===== src/hw/irr_pkg.sv =====
// Constants and carrier types for the infrared remote command decoder
package irr_pkg;

  // Clock and internal oscillator tick
  localparam int unsigned CLK_HZ     = 40_000_000;
  localparam int unsigned OSC_HZ     = 38_000;
  localparam int unsigned OSC_DIV    = CLK_HZ / OSC_HZ;

  // Output pulse times, in ms and in oscillator ticks
  localparam int unsigned SHOT_MS    = 107;
  localparam int unsigned HOLD_MS    = 160;
  localparam int unsigned SHOT_TICKS = SHOT_MS * OSC_HZ / 1000;
  localparam int unsigned HOLD_TICKS = HOLD_MS * OSC_HZ / 1000;
  localparam int unsigned TMR_W      = 13;

  // Line framing, in oscillator ticks
  localparam int unsigned BIT_TICKS  = 16;
  localparam int unsigned HALF_TICKS = BIT_TICKS / 2;
  localparam int unsigned GAP_TICKS  = 64;
  localparam int unsigned BTMR_W     = 8;

  // Frame layout, sent first bit at the top
  localparam int unsigned FRAME_W    = 12;
  localparam int unsigned POS_CODE1  = 11;
  localparam int unsigned POS_CODE2  = 10;
  localparam int unsigned POS_CODE3  = 9;
  localparam int unsigned POS_HOLD   = 8;
  localparam int unsigned POS_GRPA   = 7;
  localparam int unsigned POS_GRPB   = 6;
  localparam int unsigned POS_KEY1   = 5;
  localparam int unsigned NKEY       = 6;
  localparam int unsigned NHOLD      = 6;
  localparam int unsigned NSHOT      = 10;
  localparam int unsigned NFLIP      = 2;
  localparam int unsigned NSMALL     = 5;

  // Register map, byte addresses
  localparam logic [3:0] OFS_CTRL    = 4'h0;
  localparam logic [3:0] OFS_STATUS  = 4'h4;
  localparam logic [3:0] OFS_FRAME   = 4'h8;
  localparam int unsigned CTRL_CODEA = 0;
  localparam int unsigned CTRL_CODEB = 1;
  localparam int unsigned CTRL_SMALL = 2;
  localparam logic [2:0] CTRL_RST    = 3'h3;

  typedef struct packed {
    logic        read;
    logic        write;
    logic [3:0]  address;
    logic [31:0] writedata;
    logic [3:0]  byteenable;
  } irr_av_req_t;

  typedef enum logic [1:0] {
    RX_IDLE  = 2'b00,
    RX_START = 2'b01,
    RX_DATA  = 2'b11,
    RX_STOP  = 2'b10
  } irr_rx_state_t;

endpackage


===== src/hw/irr_decoder.sv =====
// Infrared remote command decoder with Avalon-MM control registers
//
// Summary of operation
// RULE1: Accept only two identical successive frames.
// RULE2: Store first frame in 12-bit register.
// RULE3: Second frame shifts stored bits, compares each.
// RULE4: Any mismatch resets reception, discards frame.
// RULE5: All twelve match lets output rise.
// RULE6: Sample each bit at mid period.
// RULE7: Latch pulse only when code bits match.
// RULE8: Code mismatch: no latch, outputs stay low.
// RULE9: Host must not set both code bits zero.
// RULE10: Unpinned code bit fixed one, per variant.
// RULE11: Transmitter sends one in fixed bit.
// RULE12: One-shot output high about 107 ms.
// RULE13: Hold output rises on first latch pulse.
// RULE14: Hold output drops 160 ms after repeats stop.
// RULE15: Up to six hold outputs at once.
// RULE16: Toggle command inverts its toggle output.
// RULE17: Frame: three code bits, nine data bits.
// RULE18: Map group flags and keys to outputs.
// RULE19: Small variant: only ten commands accepted.
// RULE20: Initialise internal state at reset.
// RULE21: All timing from 38 kHz oscillator tick.
// RULE22: Front end delivers demodulated baseband only.
// RULE23: Synchronise input; repeats restart hold timer.
`timescale 1ns/10ps
`default_nettype none

module irr_decoder
  import irr_pkg::*;
#(
  parameter int unsigned OSC_DIV_P    = irr_pkg::OSC_DIV,
  parameter int unsigned SHOT_TICKS_P = irr_pkg::SHOT_TICKS,
  parameter int unsigned HOLD_TICKS_P = irr_pkg::HOLD_TICKS
) (
  // Clock and reset
  input  wire logic                 i_clock,
  input  wire logic                 i_rst,
  // Demodulated receive line
  input  wire logic                 i_remote_rx_in,
  // Avalon-MM slave
  input  wire irr_pkg::irr_av_req_t i_av,
  output logic [31:0]               o_av_readdata,
  output logic                      o_av_waitrequest,
  // Command outputs
  output logic [irr_pkg::NHOLD-1:0] o_hold_outputs,
  output logic [irr_pkg::NSHOT-1:0] o_oneshot_outputs,
  output logic [irr_pkg::NFLIP-1:0] o_flip_outputs
);
  import irr_pkg::*;

  // Oscillator tick
  logic [15:0]         osc_cnt_r;
  logic                tick_r;
  // Receive path
  logic                rx_meta_r;
  logic                rx_sync_r;
  irr_rx_state_t       rx_state_r;
  logic [BTMR_W-1:0]   btmr_r;
  logic [3:0]          bit_cnt_r;
  logic [FRAME_W-1:0]  store_r;
  logic                second_r;
  logic [BTMR_W-1:0]   gap_r;
  logic                latch_r;
  logic [FRAME_W-1:0]  last_frame_r;
  // Registers
  logic [2:0]          ctrl_r;
  logic                wait_r;
  logic [31:0]         rdata_r;

  wire logic bit_due  = tick_r && (btmr_r == '0);
  wire logic av_req   = i_av.read || i_av.write;
  wire logic av_fire  = av_req && !wait_r;
  wire logic small_v  = ctrl_r[CTRL_SMALL];

  // Oscillator tick divider
  always_ff @(posedge i_clock) begin
    if (i_rst) begin
      osc_cnt_r <= 16'h0000;
      tick_r    <= 1'b0;
    end else if (osc_cnt_r == 16'(OSC_DIV_P - 1)) begin
      osc_cnt_r <= 16'h0000;
      tick_r    <= 1'b1; // [RULE21]
    end else begin
      osc_cnt_r <= osc_cnt_r + 16'h0001;
      tick_r    <= 1'b0;
    end
  end

  // Input synchroniser; line already stripped of carrier upstream
  always_ff @(posedge i_clock) begin
    if (i_rst) begin
      rx_meta_r <= 1'b0;
      rx_sync_r <= 1'b0;
    end else begin
      rx_meta_r <= i_remote_rx_in; // [RULE23] [RULE22]
      rx_sync_r <= rx_meta_r;
    end
  end

  // Expected code bits, one of them fixed high by variant
  logic [2:0] exp_code;
  always_comb begin
    if (small_v) begin
      exp_code = {1'b1, ctrl_r[CTRL_CODEA], ctrl_r[CTRL_CODEB]}; // [RULE10]
    end else begin
      exp_code = {ctrl_r[CTRL_CODEA], ctrl_r[CTRL_CODEB], 1'b1}; // [RULE10]
    end
  end

  // Taken one place down: the last bit is still on the line at the latch
  wire logic [2:0] rx_code = {store_r[POS_CODE1-1], store_r[POS_CODE2-1],
                              store_r[POS_CODE3-1]};

  // Frame receiver and two-copy check
  always_ff @(posedge i_clock) begin
    if (i_rst) begin
      rx_state_r   <= RX_IDLE; // [RULE20]
      btmr_r       <= '0;
      bit_cnt_r    <= 4'h0;
      store_r      <= '0;
      second_r     <= 1'b0;
      gap_r        <= '0;
      latch_r      <= 1'b0;
      last_frame_r <= '0;
    end else begin
      latch_r <= 1'b0;
      if (tick_r && btmr_r != '0) begin
        btmr_r <= btmr_r - 1'b1;
      end
      unique case (rx_state_r)
        RX_IDLE: begin
          // Lone first copy expires if no second copy follows
          if (second_r && tick_r) begin
            if (gap_r == BTMR_W'(GAP_TICKS)) begin
              second_r <= 1'b0;
            end else begin
              gap_r <= gap_r + 1'b1;
            end
          end
          if (rx_sync_r) begin
            rx_state_r <= RX_START;
            btmr_r     <= BTMR_W'(HALF_TICKS); // [RULE6]
          end
        end
        RX_START: begin
          if (bit_due) begin
            if (rx_sync_r) begin
              rx_state_r <= RX_DATA;
              btmr_r     <= BTMR_W'(BIT_TICKS - 1); // [RULE6]
              bit_cnt_r  <= 4'h0;
            end else begin
              rx_state_r <= RX_IDLE; // Glitch, not a start bit
            end
          end
        end
        RX_DATA: begin
          if (bit_due) begin
            btmr_r    <= BTMR_W'(BIT_TICKS - 1);
            bit_cnt_r <= bit_cnt_r + 4'h1;
            store_r   <= {store_r[FRAME_W-2:0], rx_sync_r}; // [RULE2] [RULE3]
            if (second_r && store_r[FRAME_W-1] != rx_sync_r) begin
              rx_state_r <= RX_STOP; // [RULE4]
              second_r   <= 1'b0;
              store_r    <= '0;
            end else if (bit_cnt_r == 4'(FRAME_W - 1)) begin
              rx_state_r <= RX_STOP;
              gap_r      <= '0;
              if (!second_r) begin
                second_r <= 1'b1; // [RULE1]
              end else begin
                second_r <= 1'b0;
                // Code bits still sit one place below their frame positions here
                if (rx_code == exp_code) begin
                  latch_r      <= 1'b1; // [RULE5] [RULE7]
                  last_frame_r <= {store_r[FRAME_W-2:0], rx_sync_r};
                end // [RULE8]
              end
            end
          end
        end
        RX_STOP: begin
          if (!rx_sync_r) begin
            rx_state_r <= RX_IDLE;
          end
        end
      endcase
    end
  end

  // Decode of the latched frame
  wire logic             grp_hold = last_frame_r[POS_HOLD]; // [RULE17]
  wire logic             grp_a    = last_frame_r[POS_GRPA];
  wire logic             grp_b    = last_frame_r[POS_GRPB];
  logic [NKEY-1:0]       key;
  logic [NHOLD-1:0]      hold_hit;
  logic [NSHOT-1:0]      shot_hit;
  logic [NFLIP-1:0]      flip_hit;

  always_comb begin
    for (int k = 0; k < NKEY; k++) begin
      key[k] = last_frame_r[POS_KEY1 - k];
    end
    hold_hit = '0;
    shot_hit = '0;
    flip_hit = '0;
    if (latch_r) begin
      // Several hold keys may be pressed together
      if (grp_hold && !grp_a && !grp_b) begin
        hold_hit = key; // [RULE15] [RULE18]
      end else if (grp_a && !grp_hold && !grp_b) begin
        shot_hit[5:0] = key; // [RULE18]
      end else if (grp_b && !grp_hold && !grp_a && !small_v) begin
        shot_hit[9:6] = key[3:0]; // [RULE18] [RULE19]
        flip_hit      = key[5:4];
      end
      if (small_v) begin
        hold_hit[5]   = 1'b0; // [RULE19]
        shot_hit[5]   = 1'b0;
      end
    end
  end

  // Hold outputs with release timers
  genvar g;
  generate
    for (g = 0; g < NHOLD; g++) begin : g_hold
      logic [TMR_W-1:0] tmr_r;
      always_ff @(posedge i_clock) begin
        if (i_rst) begin
          tmr_r             <= '0;
          o_hold_outputs[g] <= 1'b0;
        end else if (hold_hit[g]) begin
          tmr_r             <= TMR_W'(HOLD_TICKS_P); // [RULE23] [RULE14]
          o_hold_outputs[g] <= 1'b1; // [RULE13]
        end else if (tick_r && tmr_r != '0) begin
          tmr_r <= tmr_r - 1'b1;
          if (tmr_r == TMR_W'(1)) begin
            o_hold_outputs[g] <= 1'b0; // [RULE14]
          end
        end
      end
    end
    for (g = 0; g < NSHOT; g++) begin : g_shot
      logic [TMR_W-1:0] tmr_r;
      always_ff @(posedge i_clock) begin
        if (i_rst) begin
          tmr_r                <= '0;
          o_oneshot_outputs[g] <= 1'b0;
        end else if (shot_hit[g]) begin
          tmr_r                <= TMR_W'(SHOT_TICKS_P); // [RULE12]
          o_oneshot_outputs[g] <= 1'b1;
        end else if (tick_r && tmr_r != '0) begin
          tmr_r <= tmr_r - 1'b1;
          if (tmr_r == TMR_W'(1)) begin
            o_oneshot_outputs[g] <= 1'b0; // [RULE12]
          end
        end
      end
    end
    for (g = 0; g < NFLIP; g++) begin : g_flip
      always_ff @(posedge i_clock) begin
        if (i_rst) begin
          o_flip_outputs[g] <= 1'b0;
        end else if (flip_hit[g]) begin
          o_flip_outputs[g] <= !o_flip_outputs[g]; // [RULE16]
        end
      end
    end
  endgenerate

  // Avalon slave: one wait cycle, then the answer
  always_ff @(posedge i_clock) begin
    if (i_rst) begin
      wait_r <= 1'b1;
    end else begin
      wait_r <= !(av_req && wait_r);
    end
  end

  always_ff @(posedge i_clock) begin
    if (i_rst) begin
      rdata_r <= 32'h0000_0000;
    end else if (i_av.read && wait_r) begin
      unique case (i_av.address)
        OFS_CTRL:   rdata_r <= {29'h0, ctrl_r};
        OFS_STATUS: rdata_r <= {14'h0000, o_flip_outputs, o_oneshot_outputs,
                                o_hold_outputs};
        OFS_FRAME:  rdata_r <= {19'h0, second_r, last_frame_r};
        default:    rdata_r <= 32'h0000_0000;
      endcase
    end
  end

  // Code bits held here; host keeps them off all-zero
  always_ff @(posedge i_clock) begin
    if (i_rst) begin
      ctrl_r <= CTRL_RST; // [RULE20]
    end else if (av_fire && i_av.write && i_av.address == OFS_CTRL
                 && i_av.byteenable[0]) begin
      ctrl_r <= i_av.writedata[2:0]; // [RULE9]
    end
  end

  assign o_av_waitrequest = wait_r;
  assign o_av_readdata    = rdata_r;

endmodule

`default_nettype wire


===== config.mk =====
export PLATFORM = sky130hd
export DESIGN_NAME = irr_decoder
export DESIGN_NICKNAME = d
export VERILOG_FILES = /design/src/hw/irr_pkg.sv /design/src/hw/irr_decoder.sv
export SDC_FILE = /design/constraint.sdc
export NUM_CORES = 1
export LEC_CHECK = 0
export ABC_AREA = 1
export BUFFER_PORTS_ARGS = -buffer_cell sky130_fd_sc_hd__buf_2
export CORE_ASPECT_RATIO = 1.25
export CORE_UTILIZATION = 44
export DETAILED_ROUTE_END_ITERATION = 10
export PLACE_DENSITY_LB_ADDON = 0.1
export SYNTH_ARGS = -nofsm -noshare
export SYNTH_HDL_FRONTEND = slang
export SYNTH_SLANG_ARGS = --single-unit
export TNS_END_PERCENT = 5

===== constraint.sdc =====
create_clock -name i_clock -period 1.65 [get_ports i_clock]
set_input_delay 0.0825 -clock i_clock [delete_from_list [all_inputs] [get_ports i_clock]]
set_output_delay 0.0825 -clock i_clock [all_outputs]
set_load 0.02 [all_outputs]

== After elaboration in Yosys (flattened, before gate mapping) ==
Index checks and enable logic that the tools add are counted.

* Register bits: 329
* Output and inout bits: 51
* Word-level logic and storage cells: 392

* Add/sub/neg operators: 20
* Eq/ne operators: 37
* Multiplexer cells: 129
* Bitwise logic cells: 5
* Reduce and logical (&&, ||, !) cells: 136

{| class="wikitable"
|+ Operators with widths
! operator !! number
|-
| $mux W12 || 21
|-
| $eq A13 B1 Y1 const B || 16
|-
| $reduce_bool A13 Y1 || 16
|-
| $sub A13 B1 Y13 const B || 16
|-
| $mux W13 || 12
|-
| $mux W8 || 10
|-
| $reduce_bool A2 Y1 || 34
|-
| $mux W1 || 58
|-
| $pmux W18 S3 || 1
|-
| $reduce_and A2 Y1 || 17
|-
| $reduce_or A2 Y1 || 17
|-
| $logic_and A1 B1 Y1 || 33
|-
| $pmux W8 S3 || 1
|-
| $mux W2 || 11
|-
| $mux W10 || 2
|-
| $mux W4 || 5
|-
| $ne A2 B2 Y1 const B || 10
|-
| $mux W6 || 3
|-
| $add A16 B1 Y16 const B || 1
|-
| $eq A16 B11 Y1 const B || 1
|-
| $pmux W8 S2 || 1
|-
| $reduce_and A6 Y1 || 2
|-
| $reduce_and A5 Y1 || 2
|-
| $add A8 B1 Y8 const B || 1
|-
| other kinds (23) || 36
|}

== Logic depth before layout (Yosys ltp) ==
Gate-level depths: netlist (run 1).

* Depth after elaboration: 11
* Depth in mapped cells: 11

== Least setup slack after synthesis (run 1) ==
No wires, ideal clock.

* Path type: register to register
* Start: register g_shot[3].tmr_r[0]
* End: register o_oneshot_outputs[3] (netlist bit)
* Arrival: 1443 ps
* Required time: 1518 ps
* Path slack: 75 ps
* Stages on the path, launching flop included: 10
* Path buffers: 1
* Period minus slack after synthesis: 1575 ps
* Cell sequence: dfxtp_1 -> inv_1 -> ha_1 -> nand2_1 -> nor2_4 -> nand2_1 -> nand2_1 -> buf_4 -> o21ai_0 -> a21oi_1

* Word-level cells in the longest chain between the ends: 4
* Elaborated cells between the ends (all ways): 6
* Classes of those cells: eq/ne: 1; reduce/logical: 5

{| class="wikitable"
|+ Ends and longest elaborated chain
! element !! RTL line !! text
|-
| start: declaration || irr_decoder.sv:246 || <nowiki>logic [TMR_W-1:0] tmr_r;</nowiki>
|-
| start signal: assignment || irr_decoder.sv:252 || <nowiki>tmr_r <= TMR_W'(SHOT_TICKS_P);</nowiki>
|-
| start signal: assignment || irr_decoder.sv:255 || <nowiki>tmr_r <= tmr_r - 1'b1;</nowiki>
|-
| $reduce_bool A13 Y1 || irr_decoder.sv:254 || <nowiki>end else if (tick_r && tmr_r != '0) begin</nowiki>
|-
| $logic_and A1 B1 Y1 || irr_decoder.sv:254 ||
|-
| $reduce_bool A2 Y1 (no source line) || -- ||
|-
| $reduce_and A2 Y1 (no source line) (*) || -- ||
|-
| end signal: indexed assignment || irr_decoder.sv:250 || <nowiki>o_oneshot_outputs[g] <= 1'b0;</nowiki>
|-
| end signal: indexed assignment || irr_decoder.sv:253 || <nowiki>o_oneshot_outputs[g] <= 1'b1;</nowiki>
|-
| end signal: indexed assignment || irr_decoder.sv:257 || <nowiki>o_oneshot_outputs[g] <= 1'b0;</nowiki>
|-
| end: declaration || irr_decoder.sv:48 || <nowiki>output logic [irr_pkg::NSHOT-1:0] o_oneshot_outputs,</nowiki>
|}

Every way passes the cells marked *; elsewhere a longest branch is shown, timed or not.
A chain may end at the register's enable or synchronous reset.

== Final worst setup path (run 1) ==
* Start: register g_hold[4].tmr_r[0]
* End: register g_hold[4].tmr_r[3]

* Word-level cells in the longest chain between the ends: 2
* Elaborated cells between the ends (all ways): 3
* Classes of those cells: add/sub: 1; reduce/logical: 2

{| class="wikitable"
|+ Ends and longest elaborated chain
! element !! RTL line !! text
|-
| start: declaration || irr_decoder.sv:229 || <nowiki>logic [TMR_W-1:0] tmr_r;</nowiki>
|-
| start signal: assignment || irr_decoder.sv:235 || <nowiki>tmr_r <= TMR_W'(HOLD_TICKS_P);</nowiki>
|-
| start signal: assignment || irr_decoder.sv:238 || <nowiki>tmr_r <= tmr_r - 1'b1;</nowiki>
|-
| branches (longest 2 deep; another with $sub A13 B1 Y13) || -- ||
|}

Parallel ways; which one is timed is not known.

==> summary.md, run 1 <==
| Metric | Value |
|---|---|
| Unique masters post-synth | `39` |
| Cells on worst reg2reg path | `7` |
| Syn_area_per_cell | `6.31 sq um` |
| DRC viols | `0` |
| Critical path destination | `g_hold[4].tmr_r[3]` |
| Status | `completed` |
| Initial DRC count | `790` |
| Core area | `40400 sq um` |
| GR peak layer | `met2` |
| CP startpoint kind | `register` |
| Grt met1 use | `0.265` |
| Global-route wire length before repair | `78000 microns` |
| Reg power frac | `0.477` |
| Final Setup Violations | `0` |
| Ys flop type | `dfxtp_1` |
| Row count | `82` |
| Die Area | `42100 sq um` |
| Mapped Area | `18200 sq um` |
| Via count | `18.1k` |
| Layout cells sized above 1 | `0.119` |
| Commonest non-fill, non-tap cell in the layout | `nand2_1` |
| TritonCTS buffer count | `36` |
| Cell taking the most area after synthesis | `dfxtp_1` |
| Ranking of synthesized cells by area | `dfxtp_1, nand2_1, nor2_1` |
| GRT overflow | `0` |
| Ys Warns | `0` |
| Crit path kind | `reg2reg` |
| RSZ-0062 raised after global routing | `yes` |
| Worst slack at placement | `0.0197 ns` |
| CTS root buffer | `clkbuf_16` |
| Power per standard cell area | `741 nW/um^2` |
| Setup crit end kind | `register` |
| Worst Slack Setup Final | `0.0593 ns` |
| Ports | `96` |
| DR pass1 iterations | `6` |
| Tmin final | `1.59 ns` |
| Worst R2R Setup Slack | `0.06 ns` |
| Clock share of power | `0.497` |
| Hold Crit Class | `in2reg` |
| Commonest cells after routing, fill and taps aside | `nand2_1, nor2_1, inv_1` |
| Post-synth ARST share | `0` |
| CTS tree | `done` |
| Fillcell total | `4163` |
| GRT met2 Usage | `0.394` |
| Final ANT Viol Nets | `0` |
| Largest net degree at the start of global routing | `87` |
| Layout Utilization | `0.535` |
| Max-cap violations | `0` |
| Sw frac | `0.217` |
| Clock slew at reported path FFs | `0.06 ns` |
| Hold Violations, Final | `0` |
| Die Y | `229 microns` |
| Critical R2R Capture | `g_hold[4].tmr_r[3]` |
| Fin nets | `3152` |
| Initial Utilization | `0.449` |
| Share of the yosys chip area belonging to registers | `0.347` |
| Slew Limit Fails | `0` |
| Layout Skew | `0.0224 ns` |
| Area after DPL | `20100 sq um` |
| Post-DP HPWL | `32800 microns` |
| WP data arrival | `2.04 ns` |
| Port buffer count | `49` |
| Diode count | `0` |
| Max VDD drop | `0.694 mV` |
| Crit. Startpoint | `g_hold[4].tmr_r[0]` |
| Routed len/inst | `12.6 microns` |
| Number of flops mapped to enable cells by yosys | `0` |
| Gr usage total | `0.219` |
| Skew-Pair Late Insertion Delay | `0.53 ns` |
| Synthesis-to-layout area growth | `19.0%` |
| Synth top area share | `0.347` |
| Worst hold margin | `0.0848 ns` |
| Fin crit share | `0.964` |
| CP required | `2.10 ns` |
| Maximum clock path buffer count | `3` |
| CTS sink count | `315` |
| Comb pwr share | `0.025` |
| Leakage | `10.8 nW` |
| Gpl congestion | `0.873` |
| Initial antenna violation count | `1` |
| Seq cells post-synth | `315` |
| Die Wd | `184 microns` |
| Final Cell Area | `21600 sq um` |
| Max Fclk | `629 MHz` |
| Setup TNS | `0 ns` |
| Internal power | `12.5 mW` |
| Crit Path Max Fanout | `10` |
| Synth Instances | `2881` |
| Sw power | `3.48 mW` |
| GRT met3 Usage | `0.0315` |
| Number of global-route vias before repair | `17.2k` |
| Via density | `4.98` |
| Routed WL | `45700 microns` |
| Worst r2r src | `g_hold[4].tmr_r[0]` |
| H-tree lvl count | `2` |
[power groups by stage]
stage	sequential, mW	clock (mW)	combinational, mW
after detailed placement	7.81	0	0.390
final	7.64	7.96	0.406
after global routing	7.64	8.54	0.447
after floorplan	7.82	0	0.244
after CTS	7.64	8.24	0.407
after global placement	7.81	0	0.387
[flip-flops by register name, summed over array words and instances (netlist names), 2 cells and up]
name / count
o_hold_outputs: 6
g_shot.tmr_r: 130
store_r: 12
o_oneshot_outputs: 10
ctrl_r: 3
osc_cnt_r: 16
g_hold.tmr_r: 78
o_av_readdata: 18
rx_state_r: 2
o_flip_outputs: 2
gap_r: 8
btmr_r: 8
last_frame_r: 12
bit_cnt_r: 4
[synth_stat cells (all sizes together), types with 2 or more instances]
cell,instances
a211oi,6
a21oi,188
a22oi,5
a31oi,5
buf,73
clkbuf,24
clkinv,2
dfxtp,315
ha,45
inv,345
nand2,814
nand3,305
nand3b,31
nand4,61
nor2,453
nor3,20
nor3b,7
nor4,3
o211ai,4
o21ai,96
or2,6
xnor2,17
xor2,52
[critical path: stages (launching register included)]
cell and delay, ns:
dfxtp_1 0.35, inv_1 0.10, ha_1 0.21, nand2_1 0.07, nor2_1 0.06, a21oi_2 0.42
o21ai_0 0.17, a21oi_1 0.14
[cell type report]
type / instances / area, sq um / share of cell area
multi-input cells: 2135 / 10300 / 0.476
flip-flops and latches: 315 / 6320 / 0.292
repair buffers: 227 / 1860 / 0.0858
inverters: 347 / 1310 / 0.0604
clock buffers: 56 / 1120 / 0.0517
well taps: 546 / 683 / 0.0316
clock inverters: 5 / 55.1 / 0.00255
[worst min path at each step]
stage / to / cells after the start / slack (ns) / from
2_1_floorplan: rx_meta_r / 2 / 0.19 / i_remote_rx_in
3_3_place_gp: rx_meta_r / 3 / 0.29 / i_remote_rx_in
3_5_place_dp: rx_meta_r / 3 / 0.29 / i_remote_rx_in
4_1_cts: ctrl_r[1] / 5 / 0.06 / i_av[0]
5_1_grt: o_av_readdata[15] / 7 / 0.15 / i_av[36]
6_report: ctrl_r[1] / 5 / 0.08 / i_av[0]
[through the flow]
stage	power, mW	std cells
after detailed placement	8.20	3558
after floorplan	8.07	2894
after global routing	16.6	3631
final	16.0	3631
after global placement	8.20	3558
after CTS	16.3	3628
[routing by layer]
layer / vias up / routed length, microns
li1: 9500 / -
met1: 8250 / 20500
met2: 245 / 22500
met3: 85 / 1530
met4: 0 / 1180
met5: - / 0
[kinds of logic after synthesis]
group,count (synthesis),share of synthesized area
other cells,1,0.000206
flops,315,0.347
compound gates,305,0.0889
xor+xnor,69,0.0333
fa+ha+maj,45,0.0310
buf+inv,444,0.101
simple gates,1702,0.398
[what timing repair did]
action	CTS	global route
resized for setup	0	70
hold buffers	9	0
setup buffers	0	3
hold endpoints to repair	17	0
endpoints found under the setup margin	0	203
No activity file was read; power rests on OpenSTA's default activity.
==> run 2, diff against run 1 <==
Settings changed: PLACE_DENSITY from default to 0.62, PLACE_DENSITY_LB_ADDON 0.1 to default.
==> run 2 against run 1 <==
- utilization fell by 0.35 points
- die area did not move
- flip-flop and latch count did not move
- cell count fell by 0.47%
- fmax fell by 0.94%
- worst setup slack got worse by 0.015 ns
- critical path depth did not move
- design area fell by 0.66%
- clock power rose by 9.9%
- clock skew fell by 0.0038 ns
- power rose by 4.9%
- critical path type unchanged
- highest routed layer unchanged
==> summary.md, run 2 (synthesis gave the netlist of run 1 again) <==
| Metric | Value |
|---|---|
| Status | `completed` |
| Hold Violations, Final | `0 (unchanged)` |
| Setup crit end kind | `register` |
| Die Area | `42100 sq um (unchanged)` |
| Reg power frac | `0.455 (-0.022)` |
| Commonest non-fill, non-tap cell in the layout | `nand2_1` |
| Routed len/inst | `12.4 microns (-1.1%)` |
| Comb pwr share | `0.024 (about the same)` |
| WHS Path Cells | `5 (unchanged)` |
| Initial antenna violation count | `0 (-1)` |
| Fin crit share | `0.973 (+0.00913)` |
| TritonCTS buffer count | `37 (+2.8%)` |
| Skew-Pair Late Insertion Delay | `0.54 ns (about the same)` |
| Largest net degree at the start of global routing | `87 (unchanged)` |
| Final ANT Viol Nets | `0 (unchanged)` |
| Number of global-route vias before repair | `17.2k (-0.13%)` |
| Slew Limit Fails | `0 (unchanged)` |
| Max FFs per register | `130 (unchanged)` |
| Commonest cells after routing, fill and taps aside | `nand2_1, nor2_1, inv_1` |
| Layout Utilization | `0.531 (-0.00353)` |
| Synthesis-to-layout area growth | `18.2%` |
| Initial Utilization | `0.449 (unchanged)` |
| Max-cap violations | `0 (unchanged)` |
| Fillcell total | `4075 (-2.1%)` |
| Layout Skew | `0.0186 ns (-0.00380 ns)` |
| Port buffer count | `49 (unchanged)` |
| Clock slew at reported path FFs | `0.06 ns (about the same)` |
| Sw frac | `0.215 (-0.00187)` |
| CP required | `2.12 ns (+0.02 ns)` |
| Diode count | `0 (unchanged)` |
| Critical Path Max Stage Delay | `0.37 ns (-0.05 ns)` |
| Routed WL | `45000 microns (-1.5%)` |
| Core area | `40400 sq um (unchanged)` |
| CTS root buffer | `clkbuf_16` |
| CP startpoint kind | `register` |
| Gr usage total | `0.217 (-0.00210)` |
| CTS tree | `done` |
| Crit path kind | `reg2reg` |
| Fin nets | `3129 (-0.73%)` |
| CTS sink count | `315 (unchanged)` |
| Maximum clock path buffer count | `3 (unchanged)` |
| Global-route wire length before repair | `77500 microns (-0.75%)` |
| WP data arrival | `2.07 ns (+0.03 ns)` |
| Via density | `5.00 (+0.46%)` |
| Clock share of power | `0.521 (+0.024)` |
| Leakage | `10.7 nW (-0.68%)` |
| Sw power | `3.61 mW (+4.0%)` |
| CP max stage cell | `a21oi_2` |
| Ports | `96 (unchanged)` |
| Post-DP HPWL | `32000 microns (-2.5%)` |
| Register name with the most flops | `g_shot.tmr_r` |
| Row count | `82 (unchanged)` |
| Worst hold margin | `0.0833 ns (-0.00145 ns)` |
| Final Setup Violations | `0 (unchanged)` |
| FF/Latch Area | `6320 sq um (about the same)` |
| Multi-input logic area | `10200 sq um (-0.44%)` |
| Crit path cell chain | `inv_1, ha_1, nand2_1, nor2_1, a21oi_2, o21ai_0, a21oi_1` |
| Tmin final | `1.61 ns (+0.0151 ns)` |
| Hold Crit Class | `in2reg` |
| RSZ-0062 raised after global routing | `yes` |
| GRT overflow | `0 (unchanged)` |
| Via count | `18.1k (-0.0055%)` |
| DR pass1 iterations | `5 (-1)` |
| Power per standard cell area | `782 nW/um^2 (+5.6%)` |
| Die Y | `229 microns (unchanged)` |
| DRC viols | `0 (unchanged)` |
| Max Fclk | `623 MHz (-0.94%)` |
| Internal power | `13.2 mW (+5.1%)` |
| Max VDD drop | `0.581 mV (-16%)` |
| Initial DRC count | `917 (+16%)` |
| Layout cells sized above 1 | `0.113 (-0.00553)` |
| Crit Path Max Fanout | `9 (-1)` |
| H-tree lvl count | `2 (unchanged)` |
| Cells on worst reg2reg path | `7 (unchanged)` |
| Gpl congestion | `0.880 (+0.80%)` |
| Die Wd | `184 microns (unchanged)` |
## run 2: cell count changes in the layout (fill, tap and decap cells not counted), sizes merged
cell,change
buf,-24
clkinv,+6
bufinv,+3
clkbuf,-3
inv,+2
clkinvlp,-1
## run 2: power by group through the flow
stage | clock [mW] | combinational [mW] | sequential, mW
after floorplan | 0 | 0.244 | 7.82
after global placement | 0 | 0.377 | 7.81
after detailed placement | 0 | 0.382 | 7.81
after CTS | 8.99 | 0.399 | 7.64
after global routing | 9.29 | 0.440 | 7.64
final | 8.75 | 0.398 | 7.64
## run 2: layout make-up
cell class | instances | share of cell area
Clock buffer | 53 | 0.0530
Clock inverter | 15 | 0.00862
Inverter | 347 | 0.0608
Multi-Input combinational cell | 2135 | 0.477
Sequential cell | 315 | 0.294
Tap cell | 546 | 0.0318
Timing Repair Buffer | 203 | 0.0749
## run 2: worst max-delay path, delay by kind of cell (launching register included)
kind                     cells  cell delay, ns
buffers and inverters        1            0.07
flip-flops                   1            0.35
AO/OA/AOI/OAI                3            0.69
adder cells (fa/ha/maj)      1            0.21
AND/OR/NAND/NOR              2            0.22
## run 2: worst paths after layout
path	from	endpoint	slack, ns
setup / recovery	g_shot[9].tmr_r[0]	g_shot[9].tmr_r[3]	0.04
hold / removal	i_av[0]	ctrl_r[0]	0.08
hold reg to reg	rx_meta_r	rx_sync_r	0.40
setup reg to reg	g_shot[9].tmr_r[0]	g_shot[9].tmr_r[3]	0.04
## run 2: per-stage QoR
stage          setup TNS [ns]  std cells  setup WS [ns]  instance area [sq um]  power (mW)
2_1_floorplan               0       2894         0.0752                  18200        8.07
3_3_place_gp                0       3537        0.00901                  19900        8.19
3_5_place_dp          -0.0615       3537        -0.0215                  19900        8.19
4_1_cts                     0       3614        0.00771                  21300        17.0
5_1_grt                 -2.26       3614        -0.0993                  21500        17.4
6_report                    0       3614         0.0442                  21500        16.8
## run 2: what timing repair did
item | in CTS | in global routing
resized for setup | 2 | 58
setup endpoints to repair | 7 | 222
hold buffers | 9 | 0
endpoints found under the hold margin | 13 | 0
pin swaps | 0 | 8
setup buffers | 0 | 0
## run 2: layer usage
metal	routed length (microns)	up-vias	track usage
li1	-	9455	-
met1	20200	8265	0.265
met5	0	-	0
met2	22000	296	0.391
met4	919	0	0.0669
met3	1840	63	0.0293
==> run 3, diff against run 2 <==
Settings changed: ABC_CLOCK_PERIOD_IN_PS from default to 1650, CORE_ASPECT_RATIO 1.25 to default.
==> run 3 against run 2 <==
- hold slack improved by 0.010 ns
- fmax is 1.2% lower
- utilization decreased by 0.13 points
- via count down 0.98%
- non-clock buffer count grew 3
- sequential power hardly changed
- cell count decreased by 0.28%
- combinational power grew 4%
- clock skew down 0.0045 ns
- sequential share of layout area fell by 0.14 points
- critical endpoint is now ctrl_r[2]
- largest cell class unchanged
==> summary.md, run 3 (synthesis gave the netlist of run 1 again) <==
| Metric | Value |
|---|---|
| TritonCTS buffer count | `38 (+2.7%)` |
| Clock slew at reported path FFs | `0.06 ns (about the same)` |
| Worst r2r src | `g_hold[5].tmr_r[0]` |
| DRC viols | `0 (unchanged)` |
| CTS root buffer | `clkbuf_16` |
| WP data arrival | `2.10 ns (+0.03 ns)` |
| Initial Utilization | `0.446 (-0.00348)` |
| WHS Path Cells | `5 (unchanged)` |
| Initial DRC count | `957 (+4.4%)` |
| Area after DPL | `19900 sq um (+0.18%)` |
| Gr usage total | `0.215 (-0.00239)` |
| Port buffer count | `49 (unchanged)` |
| Worst hold margin | `0.0933 ns (+0.0100 ns)` |
| CTS tree | `done` |
| CTS sink count | `315 (unchanged)` |
| Hold_sp | `i_av[0]` |
| GRT overflow | `0 (unchanged)` |
| CP required | `2.12 ns (about the same)` |
| Global-route wire length before repair | `76100 microns (-1.7%)` |
| Core area | `40700 sq um (+0.78%)` |
| Commonest non-fill, non-tap cell in the layout | `nand2_1` |
| Worst slack at placement | `-0.0233 ns (-0.00175 ns)` |
| Skew-Pair Late Insertion Delay | `0.55 ns (about the same)` |
| GR peak layer | `met2` |
| Maximum clock path buffer count | `3 (unchanged)` |
| Number of global-route vias before repair | `16.7k (-2.8%)` |
| Multi-input logic area | `10200 sq um (-0.29%)` |
| Tmin final | `1.63 ns (+0.0199 ns)` |
| DP Cell Count | `3525 (-0.34%)` |
| Gpl congestion | `0.871 (-1.1%)` |
| Final Cell Area | `21600 sq um (+0.54%)` |
| Delay-heaviest family, CP | `buffers and inverters` |
| Setup TNS | `0 ns (unchanged)` |
| Initial antenna violation count | `1 (+1)` |
| Worst R2R Setup Slack | `0.07 ns (+0.03 ns)` |
| Die Wd | `205 microns (+12%)` |
| Synthesis-to-layout area growth | `18.9%` |
| Ports | `96 (unchanged)` |
| Die Y | `205 microns (-10%)` |
| Max Fclk | `615 MHz (-1.2%)` |
| FF/Latch Area | `6320 sq um (about the same)` |
| Register name with the most flops | `g_shot.tmr_r` |
| Overall power | `17.5 mW (+4.2%)` |
| Post-Layout Cell Count | `3604 (-0.28%)` |
| Cells on worst reg2reg path | `7 (unchanged)` |
| Via count | `17.9k (-0.98%)` |
| Max-cap violations | `0 (unchanged)` |
| Commonest cells after routing, fill and taps aside | `nand2_1, nor2_1, inv_1` |
| CP startpoint kind | `input pin` |
| Status | `completed` |
| Slew Limit Fails | `0 (unchanged)` |
| Worst Slack Setup Final | `0.0244 ns (-0.0199 ns)` |
| Hold endpoint | `ctrl_r[1]` |
| Via density | `4.97 (-0.70%)` |
| GRT met3 Usage | `0.0337 (+0.00448)` |
| Max FFs per register | `130 (unchanged)` |
| Hold Crit Class | `in2reg` |
| Grt met1 use | `0.276 (+0.0112)` |
| Critical path buffers and inverters | `6 (+5)` |
| Final ANT Viol Nets | `0 (unchanged)` |
| CP max stage cell | `dlygate4sd3_1` |
| Critical R2R Capture | `g_hold[5].tmr_r[3]` |
| Fin nets | `3133 (+0.13%)` |
| Fin crit share | `0.985 (+0.0120)` |
| Diode count | `0 (unchanged)` |
| DR pass1 iterations | `5 (unchanged)` |
| Critical Path Max Stage Delay | `0.56 ns (+0.19 ns)` |
| H-tree lvl count | `2 (unchanged)` |
| Routed len/inst | `12.5 microns (+0.58%)` |
| Crit path cell chain | `dlygate4sd3_1, buf_4, inv_6, buf_12, buf_4, o21ai_0, dlygate4sd3_1, nor2_1` |
| Largest net degree at the start of global routing | `87 (unchanged)` |
| Routed WL | `45100 microns (+0.30%)` |
| GRT met2 Usage | `0.367 (-0.0237)` |
| Leakage | `10.7 nW (+0.43%)` |
| Setup crit end kind | `register` |
| Crit Path Max Fanout | `25 (+16)` |
| Final Setup Violations | `0 (unchanged)` |
| Row count | `74 (-9.8%)` |
| Layout Utilization | `0.530 (-0.00126)` |
| Layout Skew | `0.0140 ns (-0.00454 ns)` |
| Post-DP HPWL | `31700 microns (-0.92%)` |
| Layout cells sized above 1 | `0.112 (-0.00145)` |
| Die Area | `42100 sq um (about the same)` |
| Crit path kind | `in2reg` |
| RSZ-0062 raised after global routing | `yes` |
| Power per standard cell area | `810 nW/um^2 (+3.7%)` |
| Hold Violations, Final | `0 (unchanged)` |
| Max VDD drop | `0.779 mV (+34%)` |
| Fillcell total | `4053 (-0.54%)` |
## run 3: worst reg2reg max path: stages (launching register included)
cell     delay [ns]
dfxtp_1        0.36
inv_1          0.07
ha_1           0.20
nand2_1        0.07
nor2_1         0.06
a21oi_2        0.41
o21ai_0        0.17
a21oi_1        0.15
## run 3: per-layer routing
| layer | vias up | wire length [microns] |
|---|---|---|
| li1 | 9474 | - |
| met1 | 8077 | 21500 |
| met2 | 265 | 20700 |
| met3 | 86 | 1700 |
| met4 | 0 | 1210 |
| met5 | - | 0 |
## run 3: how the worst max path moves through the flow
stage,from,to,slack [ns],cells past startpoint
after CTS,g_hold[3].tmr_r[0],g_hold[3].tmr_r[9],0.002,10
after global routing,g_hold[5].tmr_r[0],g_hold[5].tmr_r[3],-0.08,7
after detailed placement,g_hold[0].tmr_r[0],o_hold_outputs[0],-0.02,8
after global placement,g_hold[0].tmr_r[0],g_hold[0].tmr_r[6],0.05,9
after floorplan,g_shot[3].tmr_r[0],o_oneshot_outputs[3],0.08,9
final,i_rst,ctrl_r[2],0.02,8
## run 3: report_power, final
part           switching [mW]  internal (mW)  total (mW)
logic                   0.286          0.130       0.415
registers              0.0167           7.63        7.64
clock network            3.34           6.10        9.44
## run 3: cell type report
| cell class | instances | area share |
|---|---|---|
| Timing Repair Buffer | 206 | 0.0771 |
| Inverter | 347 | 0.0606 |
| Clock buffer | 57 | 0.0535 |
| Tap cell | 532 | 0.0308 |
| Sequential cell | 315 | 0.293 |
| Multi-Input combinational cell | 2135 | 0.473 |
| Clock inverter | 12 | 0.0124 |
## run 3: repair_timing
| item | CTS | global route |
|---|---|---|
| endpoints found under the hold margin | 19 | 0 |
| setup buffers | 0 | 1 |
| endpoints found under the setup margin | 5 | 213 |
| pin swaps | 0 | 3 |
| hold buffers | 9 | 0 |
| resized for setup | 1 | 54 |
